## config.mk

```make
export PLATFORM = sky130hd
export DESIGN_NAME = cdo_cap_detect
export DESIGN_NICKNAME = d
export VERILOG_FILES = /design/src/cdo_pkg.sv /design/src/cdo_cap_detect.sv
export SDC_FILE = /design/constraint.sdc
export NUM_CORES = 1
export LEC_CHECK = 0
export BUFFER_PORTS_ARGS = -buffer_cell sky130_fd_sc_hd__buf_2
export CAP_MARGIN = 10
export CORE_MARGIN = 3
export CORE_UTILIZATION = 55
export CTS_CLUSTER_SIZE = 24
export DETAILED_ROUTE_END_ITERATION = 7
export GPL_TIMING_DRIVEN = 0
export PLACE_DENSITY = 0.77
export SYNTH_ARGS = -nofsm -noshare
export SYNTH_HDL_FRONTEND = slang
export SYNTH_SLANG_ARGS = --single-unit
```

## constraint.sdc

```tcl
create_clock -name clk -period 7.2 [get_ports clk]
set_input_delay 1.8 -clock clk [delete_from_list [all_inputs] [get_ports clk]]
set_output_delay 1.8 -clock clk [all_outputs]
set_load 0.05 [all_outputs]
```

## src/cdo_pkg.sv

```systemverilog
// Shared constants and types for the capacitive detection and output configuration block.
package cdo_pkg;
  localparam int unsigned CLK_HZ    = 25_000_000;
  localparam int unsigned MS_TIME   = 1;
  localparam int unsigned MS_CYCLES = CLK_HZ / 1000 * MS_TIME;
  localparam int unsigned MS_PER_S  = 1000;

  // Field positions of sensitivity_scan_config.
  localparam int BASE_MSB  = 7;
  localparam int BASE_LSB  = 6;
  localparam int SCAN_MSB  = 5;
  localparam int SCAN_LSB  = 4;
  localparam int WAKE_BIT  = 3;
  localparam int SLEEP_MSB = 2;
  localparam int SLEEP_LSB = 0;

  // Field positions of threshold_config.
  localparam int LATE_BIT  = 7;
  localparam int PROX_MSB  = 6;
  localparam int PROX_LSB  = 5;
  localparam int TOUCH_MSB = 4;
  localparam int TOUCH_LSB = 2;
  localparam int MOV_MSB   = 1;
  localparam int MOV_LSB   = 0;

  // Field positions of timer_output_config.
  localparam int NOMOV_MSB = 7;
  localparam int NOMOV_LSB = 5;
  localparam int TYPE_MSB  = 4;
  localparam int TYPE_LSB  = 3;
  localparam int UI_MSB    = 2;
  localparam int UI_LSB    = 0;

  localparam logic [1:0] MOV_PFM       = 2'h0;
  localparam logic [1:0] MOV_PWM       = 2'h1;
  localparam logic [1:0] MOV_LATCH     = 2'h2;
  localparam logic [1:0] MOV_PFM_GATED = 2'h3;

  localparam logic [2:0] UI_ACT_MOV    = 3'h0;
  localparam logic [2:0] UI_LATCH_MOV  = 3'h1;
  localparam logic [2:0] UI_MOV_INPUT  = 3'h2;
  localparam logic [2:0] UI_PROX_TOUCH = 3'h3;

  // Scan periods in ms, detection thresholds and timers.
  localparam logic [7:0] IDLE_MS   [4] = '{8'h14, 8'h28, 8'h0a, 8'h32};
  localparam logic [7:0] ACTIVE_MS [4] = '{8'h14, 8'h14, 8'h0a, 8'h28};
  localparam logic [7:0] SLEEP_MS  [8] = '{8'h10, 8'h20, 8'h40, 8'h60, 8'h80, 8'ha0, 8'hc8, 8'hfa};
  localparam logic [7:0] PROX_CNT  [4] = '{8'h04, 8'h08, 8'h10, 8'h20};
  localparam logic [6:0] TOUCH_PCT [8] = '{7'h01, 7'h02, 7'h03, 7'h05, 7'h07, 7'h08, 7'h14, 7'h5a};
  localparam logic [7:0] MOV_CNT   [4] = '{8'h01, 8'h02, 8'h03, 8'h04};
  localparam logic [7:0] NOMOV_S   [8] = '{8'h01, 8'h02, 8'h05, 8'h0a, 8'h14, 8'h1e, 8'h3c, 8'h78};

  localparam logic [6:0]  TOUCH_LEVEL_PCT = 7'h08;
  localparam logic [1:0]  PROX_DEBOUNCE   = 2'h2;
  localparam logic [23:0] PCT_SCALE       = 24'h000064;
  localparam logic [11:0] ENV_CHANGE_CNT  = 12'h040;
  localparam logic [15:0] IDLE_HOLD_MS    = 16'h03e8;
  localparam logic [3:0]  PFM_PULSE_MS    = 4'ha;
  localparam logic [7:0]  PFM_PERIOD_MS   = 8'h14;
  localparam logic [7:0]  INTENSITY_SAT   = 8'hff;
  localparam logic [7:0]  INTENSITY_TOP   = 8'hfe;
  localparam int unsigned PWM_STEPS       = 256;

  typedef enum logic [1:0] {CDO_SLEEP, CDO_IDLE, CDO_ACTIVE} cdo_scan_e;
endpackage

```

## src/cdo_cap_detect.sv

```systemverilog
// Detection, scan-time control and output encoding of the capacitive proximity/touch channel.
// Operation
// - Two-bit base sets sensitivity; lower base gives higher sensitivity.
// - Two-bit idle/active scan-time pair and three-bit sleep scan time.
// - Active direction: leave sleep for idle only on a real proximity event.
// - Both directions: a large environmental change also wakes to idle.
// - Both directions: covered time-out plus recalibration keeps a stale reference, no sleep.
// - Late release: assert at touch threshold, release below half of it.
// - Proximity threshold exceeded halts the drift-tracking filters.
// - Proximity drives a pin only in the proximity-and-touch interface.
// - Three-bit touch threshold in percent of average sets activation.
// - Proximity levels debounce over two samples; touch levels act on one.
// - Two-bit movement threshold in counts decides movement detection.
// - No-movement timer clears activation in the applicable interfaces.
// - Movement goes to secondary pin, or primary pin in movement-input interface; to no pin in proximity-and-touch interface.
// - Type 00 emits low pulses, densest 10 ms wide at 20 ms period.
// - Saturated movement in pulse-density mode holds the output low.
// - Type 01 gives a 1 kHz pulse-width signal following intensity.
// - Type 10 latches on first movement, clears after no-movement period.
// - Type 11 is pulse-density output only while activation holds.
`timescale 1ns/1ps
module cdo_cap_detect #(
  parameter int unsigned MS_CYCLES = cdo_pkg::MS_CYCLES
) (
  input  wire logic        clk,                     // System clock, 25 MHz.
  input  wire logic        rst_b,                   // Asynchronous reset, active low.
  input  wire logic [7:0]  sensitivity_scan_config, // Base, scan times and wake direction.
  input  wire logic [7:0]  threshold_config,        // Late release and thresholds.
  input  wire logic [7:0]  timer_output_config,     // Timer, movement type, interface.
  input  wire logic        sample_valid,            // One-cycle strobe of a new conversion.
  input  wire logic [11:0] touch_delta,             // Signed delta from long_term_average.
  input  wire logic [15:0] long_term_average,       // Reference counts.
  input  wire logic [7:0]  movement_delta,          // Delta counts from movement average.
  input  wire logic        recal_done,              // One-cycle strobe after a recalibration.
  input  wire logic        secondary_io_pin_i,      // Secondary pin level from the pad.
  output logic             conversion_start,        // One-cycle request to convert.
  output logic [1:0]       sense_base,              // Base value to the front end.
  output cdo_pkg::cdo_scan_e scan_mode,             // Current scan-time mode.
  output logic             filter_halt,             // Halts drift tracking.
  output logic             primary_output_pin_o,    // Primary pin drive level.
  output logic             primary_output_pin_oe,   // Primary pin drive enable.
  output logic             secondary_io_pin_o,      // Secondary pin drive level.
  output logic             secondary_io_pin_oe,     // Secondary pin drive enable.
  output logic             host_input_level         // Synchronised secondary pin level.
);
  if (MS_CYCLES < cdo_pkg::PWM_STEPS || MS_CYCLES > 65536)
  begin : g_chk
    $error("MS_CYCLES must lie between 256 and 65536");
  end

  localparam logic [15:0] MS_LAST  = 16'(MS_CYCLES - 1);
  localparam logic [23:0] PWM_STEP = 24'(MS_CYCLES / cdo_pkg::PWM_STEPS);
  localparam logic [12:0] PFM_FULL = 13'(cdo_pkg::PFM_PERIOD_MS) * 13'(cdo_pkg::INTENSITY_TOP);

  typedef struct packed {
    cdo_pkg::cdo_scan_e scan;
    logic [15:0] ms_cnt;
    logic [7:0]  scan_cnt;
    logic        conv;
    logic [1:0]  t_hits;
    logic [1:0]  p_hits;
    logic        act;
    logic        block;
    logic        prox;
    logic [16:0] nomov;
    logic        expire;
    logic        latch;
    logic        cover_to;
    logic        stale;
    logic [15:0] idle_cnt;
    logic        mov_det;
    logic [7:0]  intensity;
    logic        sat;
    logic [12:0] pfm_acc;
    logic [3:0]  pfm_cnt;
    logic        mov_low;
    logic        p_low;
    logic        p_oe;
    logic        s_low;
    logic        s_oe;
    logic        sync1;
    logic        sync2;
  } cdo_state_s;

  cdo_state_s q;
  cdo_state_s d;

  logic [1:0]  base;
  logic        both_dir;
  logic        late;
  logic [6:0]  pct;
  logic [1:0]  need;
  logic [1:0]  mtype;
  logic [2:0]  ui;
  logic [11:0] delta_pos;
  logic [11:0] eff;
  logic        prox_over;
  logic        touch_over;
  logic        hold_over;
  logic        env_change;
  logic        mov_now;
  logic        ms_tick;
  logic [7:0]  period;
  logic [16:0] nomov_lim;
  logic        pfm_start;
  logic        pfm_low;
  logic        pwm_low;
  logic        mov_level;
  logic        act_ui;

  assign base     = sensitivity_scan_config[cdo_pkg::BASE_MSB:cdo_pkg::BASE_LSB];
  assign both_dir = sensitivity_scan_config[cdo_pkg::WAKE_BIT];
  assign late     = threshold_config[cdo_pkg::LATE_BIT];
  assign pct      = cdo_pkg::TOUCH_PCT[threshold_config[cdo_pkg::TOUCH_MSB:cdo_pkg::TOUCH_LSB]];
  assign mtype    = timer_output_config[cdo_pkg::TYPE_MSB:cdo_pkg::TYPE_LSB];
  assign ui       = timer_output_config[cdo_pkg::UI_MSB:cdo_pkg::UI_LSB];
  assign act_ui   = (ui == cdo_pkg::UI_ACT_MOV) || (ui == cdo_pkg::UI_LATCH_MOV);

  // A negative delta means the sensor moved away from the reference and never counts toward a proximity or touch trigger.
  assign delta_pos  = touch_delta[11] ? 12'h000 : touch_delta;
  assign eff        = delta_pos >> base;
  assign prox_over  = {4'h0, eff} >= {4'h0, cdo_pkg::PROX_CNT[threshold_config[cdo_pkg::PROX_MSB:cdo_pkg::PROX_LSB]]};
  assign touch_over = 24'(eff) * cdo_pkg::PCT_SCALE >= 24'(long_term_average) * 24'(pct);
  assign hold_over  = late ? (24'(eff) * cdo_pkg::PCT_SCALE * 24'h000002 >= 24'(long_term_average) * 24'(pct))
                           : touch_over;
  assign env_change = touch_delta[11] && (12'(~touch_delta + 12'h001) >= cdo_pkg::ENV_CHANGE_CNT);
  assign need       = (pct < cdo_pkg::TOUCH_LEVEL_PCT) ? cdo_pkg::PROX_DEBOUNCE : 2'h1;
  assign mov_now    = movement_delta >= cdo_pkg::MOV_CNT[threshold_config[cdo_pkg::MOV_MSB:cdo_pkg::MOV_LSB]];
  assign ms_tick    = q.ms_cnt == MS_LAST;
  assign nomov_lim  = 17'(cdo_pkg::NOMOV_S[timer_output_config[cdo_pkg::NOMOV_MSB:cdo_pkg::NOMOV_LSB]])
                      * 17'(cdo_pkg::MS_PER_S);
  assign pfm_start  = ms_tick && (q.pfm_cnt == 4'h0) && (q.pfm_acc >= PFM_FULL);
  assign pfm_low    = (q.pfm_cnt != 4'h0) || q.sat;
  assign pwm_low    = 24'(q.ms_cnt) < 24'(q.intensity) * PWM_STEP;

  always_comb
  begin
    unique case (q.scan)
      cdo_pkg::CDO_SLEEP:  period = cdo_pkg::SLEEP_MS[sensitivity_scan_config[cdo_pkg::SLEEP_MSB:cdo_pkg::SLEEP_LSB]];
      cdo_pkg::CDO_IDLE:   period = cdo_pkg::IDLE_MS[sensitivity_scan_config[cdo_pkg::SCAN_MSB:cdo_pkg::SCAN_LSB]];
      cdo_pkg::CDO_ACTIVE: period = cdo_pkg::ACTIVE_MS[sensitivity_scan_config[cdo_pkg::SCAN_MSB:cdo_pkg::SCAN_LSB]];
      default:             period = cdo_pkg::SLEEP_MS[0];
    endcase
  end

  always_comb
  begin
    unique case (mtype)
      cdo_pkg::MOV_PFM:       mov_level = pfm_low;
      cdo_pkg::MOV_PWM:       mov_level = pwm_low;
      cdo_pkg::MOV_LATCH:     mov_level = q.latch;
      cdo_pkg::MOV_PFM_GATED: mov_level = pfm_low && q.act;
    endcase
  end

  always_comb
  begin
    d        = q;
    d.conv   = 1'b0;
    d.expire = 1'b0;
    d.sync1  = secondary_io_pin_i;
    d.sync2  = q.sync1;
    d.ms_cnt = ms_tick ? 16'h0000 : q.ms_cnt + 16'h0001;

    if (ms_tick)
    begin
      if (q.scan_cnt >= period - 8'h01)
      begin
        d.scan_cnt = 8'h00;
        d.conv     = 1'b1;
      end
      else
      begin
        d.scan_cnt = q.scan_cnt + 8'h01;
      end
      // Movement silence timer; its expiry ends latched movement and, in the UI_ACT_MOV and UI_LATCH_MOV interfaces, long activations.
      if (q.mov_det)
      begin
        d.nomov = 17'h00000;
      end
      else if (q.nomov >= nomov_lim - 17'h00001)
      begin
        d.nomov  = 17'h00000;
        d.expire = 1'b1;
      end
      else
      begin
        d.nomov = q.nomov + 17'h00001;
      end
      d.idle_cnt = q.prox ? 16'h0000 : q.idle_cnt + 16'h0001;
      // Density accumulator: at the top intensity a pulse starts every 20 ms.
      if (q.intensity == 8'h00)
      begin
        d.pfm_acc = 13'h0000;
      end
      else
      begin
        d.pfm_acc = (pfm_start ? q.pfm_acc - PFM_FULL : q.pfm_acc) + 13'(q.intensity);
      end
      if (pfm_start)
      begin
        d.pfm_cnt = cdo_pkg::PFM_PULSE_MS;
      end
      else if (q.pfm_cnt != 4'h0)
      begin
        d.pfm_cnt = q.pfm_cnt - 4'h1;
      end
    end

    if (sample_valid)
    begin
      d.prox      = prox_over;
      d.mov_det   = mov_now;
      d.intensity = mov_now ? movement_delta : 8'h00;
      d.sat       = mov_now && (movement_delta == cdo_pkg::INTENSITY_SAT);
      d.t_hits    = touch_over ? ((q.t_hits < need) ? q.t_hits + 2'h1 : q.t_hits) : 2'h0;
      d.p_hits    = prox_over ? ((q.p_hits < need) ? q.p_hits + 2'h1 : q.p_hits) : 2'h0;
      if (!touch_over)
      begin
        d.block = 1'b0;
      end
      if (!q.act && !q.block && touch_over && (q.t_hits + 2'h1 >= need))
      begin
        d.act = 1'b1;
      end
      else if (q.act && !hold_over)
      begin
        d.act = 1'b0;
      end
      if (mov_now)
      begin
        d.latch = 1'b1;
      end
    end

    if (q.expire)
    begin
      d.latch = sample_valid && mov_now;
      if (act_ui && q.act)
      begin
        d.act   = 1'b0;
        d.block = 1'b1;
        if (both_dir)
        begin
          d.cover_to = 1'b1;
        end
      end
    end
    if (recal_done && q.cover_to)
    begin
      d.stale    = 1'b1;
      d.cover_to = 1'b0;
    end
    if (!both_dir)
    begin
      d.stale    = 1'b0;
      d.cover_to = 1'b0;
    end

    unique case (q.scan)
      cdo_pkg::CDO_SLEEP:
      begin
        if (q.p_hits >= need || q.t_hits >= need)
        begin
          d.scan = cdo_pkg::CDO_IDLE;
        end
        else if (both_dir && sample_valid && env_change)
        begin
          d.scan = cdo_pkg::CDO_IDLE;
        end
      end
      cdo_pkg::CDO_IDLE:
      begin
        if (q.act)
        begin
          d.scan = cdo_pkg::CDO_ACTIVE;
        end
        else if (q.idle_cnt >= cdo_pkg::IDLE_HOLD_MS && !q.stale)
        begin
          d.scan = cdo_pkg::CDO_SLEEP;
        end
      end
      cdo_pkg::CDO_ACTIVE:
      begin
        if (!q.act)
        begin
          d.scan = cdo_pkg::CDO_IDLE;
        end
      end
      default: d.scan = cdo_pkg::CDO_SLEEP;
    endcase
    if (d.scan != q.scan)
    begin
      d.idle_cnt = 16'h0000;
      d.scan_cnt = 8'h00;
    end

    d.mov_low = mov_level;
    d.p_oe    = 1'b1;
    d.s_oe    = 1'b1;
    d.p_low   = q.act;
    d.s_low   = q.mov_low;
    if (ui == cdo_pkg::UI_MOV_INPUT)
    begin
      d.p_low = q.mov_low;
      d.s_oe  = 1'b0;
      d.s_low = 1'b0;
    end
    else if (ui == cdo_pkg::UI_PROX_TOUCH)
    begin
      d.s_low = q.prox;
    end
  end

  always_ff @(posedge clk or negedge rst_b)
  begin
    if (!rst_b)
    begin
      q <= '0;
    end
    else
    begin
      q <= d;
    end
  end
  assign conversion_start      = q.conv;
  assign sense_base            = base;
  assign scan_mode             = q.scan;
  assign filter_halt           = q.prox;
  assign primary_output_pin_o  = ~q.p_low;
  assign primary_output_pin_oe = q.p_oe;
  assign secondary_io_pin_o    = ~q.s_low;
  assign secondary_io_pin_oe   = q.s_oe;
  assign host_input_level      = q.sync2;
  late_release_a: assert property (@(posedge clk) disable iff (!rst_b)
    $fell(q.act) && !$past(q.expire) |-> $past(sample_valid) && !$past(hold_over))
    else $error("activation released above the release threshold");
  filter_halt_a: assert property (@(posedge clk) disable iff (!rst_b)
    sample_valid |=> filter_halt == $past(prox_over))
    else $error("filter halt does not follow the proximity threshold");
  prox_pin_a: assert property (@(posedge clk) disable iff (!rst_b)
    ##1 $past(ui) != cdo_pkg::UI_PROX_TOUCH && $past(ui) != cdo_pkg::UI_MOV_INPUT
    |-> primary_output_pin_o == !$past(q.act))
    else $error("primary pin not driven by activation");
  debounce_a: assert property (@(posedge clk) disable iff (!rst_b)
    $rose(q.act) && $past(pct) < cdo_pkg::TOUCH_LEVEL_PCT |-> $past(q.t_hits) != 2'h0)
    else $error("proximity level activated without two samples");
  route_a: assert property (@(posedge clk) disable iff (!rst_b)
    $past(ui) == cdo_pkg::UI_MOV_INPUT |-> !secondary_io_pin_oe && primary_output_pin_o == !$past(q.mov_low))
    else $error("movement not routed to the primary pin");
  pfm_width_a: assert property (@(posedge clk) disable iff (!rst_b)
    pfm_start |=> q.pfm_cnt == cdo_pkg::PFM_PULSE_MS ##1 q.pfm_cnt == cdo_pkg::PFM_PULSE_MS)
    else $error("pulse-density pulse has wrong width");
  sat_low_a: assert property (@(posedge clk) disable iff (!rst_b)
    q.sat && mtype == cdo_pkg::MOV_PFM |=> q.mov_low)
    else $error("saturated movement not held low");
  latch_clear_a: assert property (@(posedge clk) disable iff (!rst_b)
    q.expire && !(sample_valid && mov_now) |=> !q.latch)
    else $error("latched movement not cleared by the timer");
  gated_a: assert property (@(posedge clk) disable iff (!rst_b)
    mtype == cdo_pkg::MOV_PFM_GATED && !q.act |=> !q.mov_low)
    else $error("gated pulse-density output active without activation");
  wake_a: assert property (@(posedge clk) disable iff (!rst_b)
    q.scan == cdo_pkg::CDO_SLEEP && !both_dir ##1 q.scan == cdo_pkg::CDO_IDLE
    |-> $past(q.p_hits) >= $past(need) || $past(q.t_hits) >= $past(need))
    else $error("left sleep without a proximity event");
endmodule

```

## Yosys cells after proc, flatten, opt, wreduce, memory -nomap -nowiden

Memory sizes are Yosys's and may differ from the RTL's.
Index checks and enable logic that the tools add are counted.

| word-level totals | value |
|---|---|
| flip-flop bits (word level) | 105 |
| latch bits | 0 |
| memory bits (writable) | 0 |
| memory bits (read-only) | 184 |
| input port bits | 65 |
| output and inout port bits | 11 |
| logic and storage cells | 199 |
| memories | 3 |

| operators by class | value |
|---|---|
| $add $sub $neg | 12 |
| $mul | 4 |
| divide/modulo/power cells | 0 |
| $lt $le $gt $ge | 22 |
| equal/unequal tests | 16 |
| shift operators | 1 |
| muxes and demuxes | 68 |
| bitwise operators | 9 |
| reduce and logical (&&, ||, !) cells | 37 |

Memories:

| name | words | width | read ports | clocked after Yosys merged registers in | wr ports | RTL line | RTL |
|---|---|---|---|---|---|---|---|
| (no name shown) | 8 | 8 | 1 | 0 | 0 | cdo_cap_detect.sv:139 | `cdo_pkg::CDO_SLEEP: period = cdo_pkg::SLEEP_MS[sensitivity_scan_config[cdo_pkg::SLEEP_MSB:cdo_pkg::SLEEP_LSB]] ...` |
| (no name shown) | 8 | 8 | 1 | 0 | 0 | cdo_cap_detect.sv:130 | `assign nomov_lim = 17'(cdo_pkg::NOMOV_S[timer_output_config[cdo_pkg::NOMOV_MSB:cdo_pkg::NOMOV_LSB]])` |
| (no name shown) | 8 | 7 | 1 | 0 | 0 | cdo_cap_detect.sv:114 | `assign pct = cdo_pkg::TOUCH_PCT[threshold_config[cdo_pkg::TOUCH_MSB:cdo_pkg::TOUCH_LSB]];` |

Operators with widths:

| cell | number |
|---|---|
| 2-to-1 mux 8 bit | 15 |
| binary-select mux 8 bit (select 2 bit) | 4 |
| 2-to-1 mux 16 bit | 4 |
| 2-to-1 mux 17 bit | 2 |
| adder 16 x 1 -> 16 bit, second input constant | 2 |
| 2-to-1 mux 2 bit | 15 |
| 2-to-1 mux 13 bit | 2 |
| case mux 8 bit (3 select lines) | 1 |
| >= comparator 19 x 23 -> 1 bit | 1 |
| >= comparator 20 x 23 -> 1 bit | 1 |
| multiplier 16 x 7 -> 23 bit | 1 |
| adder 17 x 1 -> 17 bit, second input constant | 1 |
| >= comparator 17 bit | 1 |
| multiplier 12 x 5 -> 17 bit, second input constant | 1 |
| subtractor 17 x 1 -> 17 bit, second input constant | 1 |
| equality test 16 x 15 -> 1 bit, second input constant | 1 |
| >= comparator 16 x 10 -> 1 bit, second input constant | 1 |
| >= comparator 8 bit | 2 |
| less-than comparator 16 x 15 -> 1 bit | 1 |
| 2-to-1 mux 1 bit | 16 |
| logical AND 1 bit | 15 |
| multiplier 8 x 7 -> 15 bit, second input constant | 1 |
| multiplier 8 x 7 -> 14 bit, second input constant | 1 |
| 2-to-1 mux 7 bit | 2 |
| other kinds (43) | 77 |

## Longest topological paths before layout

Gate-level depths: netlist of run 1.

| depth | value |
|---|---|
| depth after elaboration | 14 |
| depth in mapped cells | 32 |

## Worst setup path before layout of run 1

Ideal clock, no wire load.

| timing path | value |
|---|---|
| path kind | input-to-reg |
| start point | input threshold_config[3] |
| end point | register q[73] (netlist name) |
| setup time | 126 ps |
| data arrival time | 8190 ps |
| required time | 7074 ps |
| slack | -1116 ps |
| stages | 28 |
| buffers on the path | 3 |
| cells stage by stage | clkbuf_1 > clkbuf_1 > inv_1 > ha_1 > nor2_1 > nand2_1 > o21ai_0 > clkbuf_1 > nor2b_1 > fa_1 > fa_1 > fa_1 > fa_1 > ha_1 > or2_2 > o31a_1 > a2111o_1 > and2_1 > nand2_1 > nand2_1 > a21oi_1 > xor2_1 > ha_1 > o221ai_1 > nand2_1 > o41ai_2 > nor4_1 > o32a_1 |

RTL lines:

| what | RTL line | RTL |
|---|---|---|
| from (decl) | cdo_cap_detect.sv:28 | `input wire logic [7:0] threshold_config,` |
| to (signal assigned) | cdo_cap_detect.sv:319 | `q <= '0;` |
| to (signal assigned) | cdo_cap_detect.sv:323 | `q <= d;` |
| to (decl) | cdo_cap_detect.sv:85 | `cdo_state_s q;` |

==> impl_metrics.tcl, run 1 <==
set metrics [dict create \
    hold_class "flop to flop" \
    grt_first_pass_wirelength_um 56000 \
    syn_area_per_cell_um2 8.82 \
    worst_slew_pin_slew_ns 0.934 \
    ff_latch_area_mm2 0.00263 \
    yosysUniqueCellTypes 73 \
    fmax_ghz 0.130 \
    critPathMostFrequentCell "fa_1" \
    wl_per_cell_um 16.2 \
    ir_drop_mv 0.183 \
    crit_buf_inv 4 \
    viasPerCell 5.89 \
    startpoint "threshold_config[2]" \
    drtIter0Drc 914 \
    postCtsHoldBufs 0 \
    remaining_drc_errors 0 \
    dp.cells 2015 \
    cts_tree "done" \
    syn_area_mm2 0.0142 \
    required_ns 7.43 \
    via_count 12300 \
    nets 2160 \
    grt_pass1_vias 12300 \
    cp_top_family "adder cells" \
    die_width_um 167 \
    max-cap-violations 0 \
    fin_util_pct 66.0 \
    pin_count 76 \
    fillers 2037 \
    postSynthCellCount 1612 \
    final_cell_count_no_fill 2088 \
    fp-row-count 58 \
    cp-end-kind "flop" \
    slowest_stage "fa_1" \
    dp_hpwl_um 25400 \
    final_max_slew_viol_count 0 \
    start_util_pct 56.3 \
    p_per_area_mw_per_mm2 210 \
    areaGrowthSynthToFinish_pct 17.3 \
    fin_skew_ns 0.00800 \
    finalCriticalPeriod_ns 7.72 \
    finalSetupViolCount 14 \
    syn-num-nets 2019 \
    root_buffer "clkbuf_16" \
    min_period_over_period_pct 107 \
    r2r-start "q[14]$_DFFE_PN0N_" \
    worst_slack_ns -0.521 \
    clk_pin_slew_worst_paths_ns 0.07 \
    antenna_found_initial 0 \
    hold_viol 0 \
    crit_type "input pin to flop" \
    overflow 0 \
    synth_flop_cell "dfrtp_1" \
    core-area_mm2 0.0253 \
    start_kind "input pin" \
    synthArstFlopShare_pct 100 \
    drive_gt1_share_pct 16.3 \
    grt_max_degree 64 \
    violations "negative setup slack" \
    cts_buffers 9 \
    p_leak_nw 8.47 \
    cts_max_path_buffers 2 \
    routed_wl_um 33700 \
    clkLatencyLatePin_ns 0.36 \
    grt_use_total_pct 23.5 \
    gp_congestion 0.872 \
    insertedDiodeCount 0 \
    synth_edf_count 0 \
    portBuffers 72 \
    drtAntennaViolNets 0 \
    preCtsSetupSlack_ns -1.34 \
    first_pass_iters 5 \
    status "finished with violations" \
    ys_seq_elements 105 \
    min_from "d[0]$_DFF_PN0_" \
    die_area_mm2 0.0278 \
    die_h_um 167 \
    slowest_delay_ns 0.59 \
    cp_max_fo 6 \
    ys_warn_count 0 \
    htreeDepth 3 \
    rsz0062_at_grt "true" \
    slew_headroom_pct 37.1 \
    multiInputGateArea_mm2 0.0115 \
    cp.arrival_ns 7.95 \
    clock_sinks 105 \
    synth_seq_area_share_pct 18.5 \
]
## kinds of logic (layout without fill, tap and decap cells)
kind of cell | count (synthesis) | in the layout | synth area share [%]
other cells | 1 | 1 | 0.0264
compound gates | 367 | 367 | 16.8
fa+ha+maj | 342 | 342 | 34.2
flops | 105 | 105 | 18.5
mux | 20 | 20 | 1.47
buf+inv | 200 | 346 | 5.39
simple gates | 489 | 489 | 18.2
xor+xnor | 88 | 88 | 5.42
## Yosys cell counts, drive strengths merged (36+ instances only)
master | count | area (um2)
fa | 77 | 1540
a21oi | 78 | 390
ha | 265 | 3320
nand3 | 45 | 225
a21o | 50 | 375
xnor2 | 53 | 464
nand2 | 118 | 443
nor2b | 36 | 225
nor2 | 74 | 278
inv | 160 | 601
dfrtp | 105 | 2630
o21ai | 100 | 500
and3 | 73 | 457
## metal layers
metal  track usage [%]  wire length [um]  vias to the layer above  share of wire (%)
met4              4.52               609                        0                1.8
met5                 0                 0                        -                  0
met1              30.8             14700                     5935                 44
met3              2.94              1480                       55                4.4
li1                  -                 -                     5980                  -
met2              42.1             16900                      318                 50
## power breakdown
part	switching, mW	total (mW)	internal, mW
logic	1.29	2.35	1.06
registers	0.0251	0.635	0.610
clock network	0.237	0.512	0.275
total	1.55	3.49	1.95
## cell usage in the layout, fill, tap and decap left out, types with 13 or more instances in the layout
master	n
nor2_1	70
a21oi_1	69
o21ai_0	76
and2_1	29
buf_2	68
buf_4	57
fa_1	74
nor3_1	19
ha_1	249
clkbuf_1	25
o31ai_1	17
ha_4	13
a21o_1	50
dfrtp_1	105
nand2_1	115
nand3_1	42
and3_1	73
xor2_1	32
o211ai_1	14
xnor2_1	51
nor2b_1	31
nand2b_1	26
inv_1	148
## timing repair
action	in CTS	in global routing
gates cloned	2	1
pin swaps	43	64
setup buffers	31	24
gates resized for setup	46	78
endpoints found under the setup margin	22	22
## per-stage QoR
stage	hold slack [ns]	total power [mW]	cell area, um2	TNS [ns]
floorplan	0.331	2.21	14600	-1.30
global placement	0.335	2.59	15400	-17.44
detailed placement	0.336	2.66	15400	-19.24
CTS	0.352	3.36	16200	-2.14
global route	0.358	3.83	16700	-6.18
finish	0.351	3.49	16700	-2.65
## cell type report
type / instances / share of cell area [%]
Timing Repair Buffer: 131 / 5.58
Sequential cell: 105 / 15.8
Inverter: 160 / 3.75
Clock buffer: 10 / 1.37
Multi-Input combinational cell: 1307 / 69.0
Tap cell: 330 / 2.48
Buffer: 39 / 1.58
Clock inverter: 6 / 0.443
## registers in the layout, indices dropped and copies added (netlist names)
register               flops
d                          1
conversion_start           1
filter_halt                1
q                         97
primary_output_pin_oe      1
host_input_level           1
secondary_io_pin_oe        1
scan_mode                  2
## path summary, 6_finish.rpt
| check | end | slack, ns | depth (start not counted) |
|---|---|---|---|
| max | q[73]$_DFF_PN0_ | -0.52 | 26 |
| min | host_input_level$_DFF_PN0_ | 0.35 | 0 |
| max reg2reg | q[21]$_DFFE_PN0N_ | 2.69 | 16 |
| min reg2reg | host_input_level$_DFF_PN0_ | 0.35 | 0 |
| max in group asynchronous | q[37]$_DFFE_PN0P_ | 5.05 | 2 |
| min in group asynchronous | q[98]$_DFF_PN0_ | 1.45 | 1 |
Note: power is estimated with default switching activity, not from simulation.
==> run 2: changes to the inputs <==
--- a/config.mk
+++ b/config.mk
@@ -7,12 +7,13 @@
 export LEC_CHECK = 0
 export BUFFER_PORTS_ARGS = -buffer_cell sky130_fd_sc_hd__buf_2
 export CAP_MARGIN = 10
-export CORE_MARGIN = 3
+export CORE_MARGIN = 2
 export CORE_UTILIZATION = 55
 export CTS_CLUSTER_SIZE = 24
 export DETAILED_ROUTE_END_ITERATION = 7
 export GPL_TIMING_DRIVEN = 0
 export PLACE_DENSITY = 0.77
+export SETUP_SLACK_MARGIN = 0.05
 export SYNTH_ARGS = -nofsm -noshare
 export SYNTH_HDL_FRONTEND = slang
 export SYNTH_SLANG_ARGS = --single-unit
==> run 2 against run 1 <==
  * The flow still finishes with violations (negative setup slack)
  * First-iteration DRC count decreased by 9.0%
  * Combinational power hardly changed
  * Cell count is 0.24% lower
  * Sequential power about the same
  * Design area shrank 0.74%
  * Count of clock-buffer cells in the layout unchanged
  * Power shrank 1.5%
  * Sequential cell count did not move
  * Maximum frequency is 1.9% lower
  * Non-clock buffer count down 5
  * Critical path type unchanged
  * Largest cell class unchanged
==> impl_metrics.tcl, run 2 (synthesis gave the netlist of run 1 again) <==
set metrics [dict create \
    r2r_slack_ns 2.71 \
    cp_max_fo 5 \
    root_buffer "clkbuf_16" \
    busiest_layer "met2" \
    pin_count 76 \
    final_area_mm2 0.0165 \
    multiInputGateArea_mm2 0.0115 \
    top_register "q" \
    cts_buffers 9 \
    wl_per_cell_um 16.2 \
    postCtsHoldBufs 0 \
    final_common_cell "ha_1" \
    htreeDepth 3 \
    drtAntennaViolNets 0 \
    dp_hpwl_um 25600 \
    start_kind "input pin" \
    remaining_drc_errors 0 \
    drtIter0Drc 832 \
    overflow 0 \
    grt_use_total_pct 25.6 \
    slowest_delay_ns 0.55 \
    ff2ff_path_depth 16 \
    status "finished with violations" \
    fin_util_pct 65.5 \
    worst_slack_ns -0.673 \
    drive_gt1_share_pct 15.9 \
    worst_r2r_endpoint "q[21]$_DFFE_PN0N_" \
    place_area_mm2 0.0154 \
    startpoint "threshold_config[3]" \
    fp-row-count 58 \
    p_leak_nw 8.40 \
    die_width_um 165 \
    finalCriticalPeriod_ns 7.87 \
    areaGrowthSynthToFinish_pct 16.4 \
    setup_tns_ns -2.58 \
    fmax_ghz 0.127 \
    gp_congestion 0.873 \
    fin_skew_ns 0.00699 \
    crit_end "q[76]$_DFFE_PN0P_" \
    dp.cells 2015 \
    max-cap-violations 0 \
    final_max_slew_viol_count 0 \
    grt_first_pass_wirelength_um 57300 \
    met2_usage_pct 46.0 \
    grt_max_degree 58 \
    nets 2155 \
    violations "negative setup slack" \
    clkLatencyLatePin_ns 0.36 \
    hold_viol 0 \
    fillers 2037 \
    min_period_over_period_pct 109 \
    most-common-layout-cells "ha_1, inv_1, nand2_1, dfrtp_1, o21ai_0" \
    routed_wl_um 33700 \
    via_count 12200 \
    clock_sinks 105 \
    crit_type "input pin to flop" \
    ff_latch_area_mm2 0.00263 \
    cts_tree "done" \
    clk_pin_slew_worst_paths_ns 0.07 \
    worst_slew_pin_slew_ns 0.851 \
    largest_reg_flops 97 \
    viasPerCell 5.87 \
    finalSetupViolCount 11 \
    final_cell_count_no_fill 2083 \
    gr-usage-met1_pct 32.6 \
    slew_headroom_pct 43.0 \
    portBuffers 72 \
    grt_pass1_vias 12500 \
    grt_util_met3_pct 2.89 \
    die_area_mm2 0.0271 \
    insertedDiodeCount 0 \
    r2r-start "q[14]$_DFFE_PN0N_" \
    first_pass_iters 5 \
    hold_class "flop to flop" \
    cp.arrival_ns 8.15 \
    required_ns 7.48 \
    slowest_stage "fa_1" \
    preCtsSetupSlack_ns -1.33 \
    die_h_um 165 \
    start_util_pct 56.3 \
    core-area_mm2 0.0253 \
    antenna_found_initial 0 \
    rsz0062_at_grt "true" \
    critPathMostFrequentCell "o211ai_1" \
    ir_drop_mv 0.167 \
    cts_max_path_buffers 2 \
    p_per_area_mw_per_mm2 208 \
    cp-end-kind "flop" \
]
-- run 2: cell types whose count changed in the layout (fill, tap and decap cells not counted), moves of 3 or more --
cell | before | now
buf_6 | 3 | 6
a21oi_2 | 7 | 4
inv_2 | 8 | 12
nor2b_4 | 4 | 1
inv_1 | 148 | 145
buf_4 | 57 | 51
-- run 2: critical path: cells and delay by family --
| kind | cells | cell delay [ns] |
|---|---|---|
| AOI/OAI and AO/OA | 9 | 1.92 |
| xor gates and xnor gates | 2 | 0.39 |
| adders and majority gates | 7 | 2.54 |
| buffers and inverters | 9 | 0.94 |
| and+or+nand+nor | 3 | 0.57 |
-- run 2: metrics by stage --
stage / total power [mW] / hold slack, ns
2_1_floorplan: 2.21 / 0.331
3_3_place_gp: 2.59 / 0.335
3_5_place_dp: 2.66 / 0.335
4_1_cts: 3.37 / 0.351
5_1_grt: 3.77 / 0.373
6_report: 3.44 / 0.350
-- run 2: timing repair --
item / in CTS / in global routing
gates resized for setup: 58 / 53
cloned: 2 / 0
endpoints found under the setup margin: 22 / 22
pin swaps: 62 / 36
buffers inserted: 36 / 14
-- run 2: worst min path at each step --
stage | startpoint | endpoint | slack, ns | depth (start not counted)
6_report | d[0]$_DFF_PN0_ | host_input_level$_DFF_PN0_ | 0.35 | 0
4_1_cts | d[0]$_DFF_PN0_ | host_input_level$_DFF_PN0_ | 0.35 | 0
3_3_place_gp | d[0]$_DFF_PN0_ | host_input_level$_DFF_PN0_ | 0.34 | 0
3_5_place_dp | d[0]$_DFF_PN0_ | host_input_level$_DFF_PN0_ | 0.33 | 0
2_1_floorplan | d[0]$_DFF_PN0_ | host_input_level$_DFF_PN0_ | 0.33 | 0
5_1_grt | d[0]$_DFF_PN0_ | host_input_level$_DFF_PN0_ | 0.37 | 0
-- run 2: layout make-up --
cell class              instances  area share, %
repair buffers                125           5.16
clock inverters                 6          0.257
flip-flops and latches        105           15.9
plain buffers                  40           1.74
clock buffers                  10           1.44
inverters                     160           3.71
multi-input cells            1307           69.3
well taps                     330           2.50
-- run 2: metal layers --
layer	up-vias	part of all wire [%]
li1	5986	-
met1	5933	44
met2	253	51
met3	53	3.4
met4	0	1.7
met5	-	0
-- run 2: report_power, final --
| part | internal, mW | leakage [nW] | total [mW] | switching, mW |
|---|---|---|---|---|
| clock | 0.245 | 0.135 | 0.473 | 0.229 |
| combinational | 1.06 | 6.90 | 2.33 | 1.27 |
| sequential | 0.610 | 1.37 | 0.636 | 0.0256 |
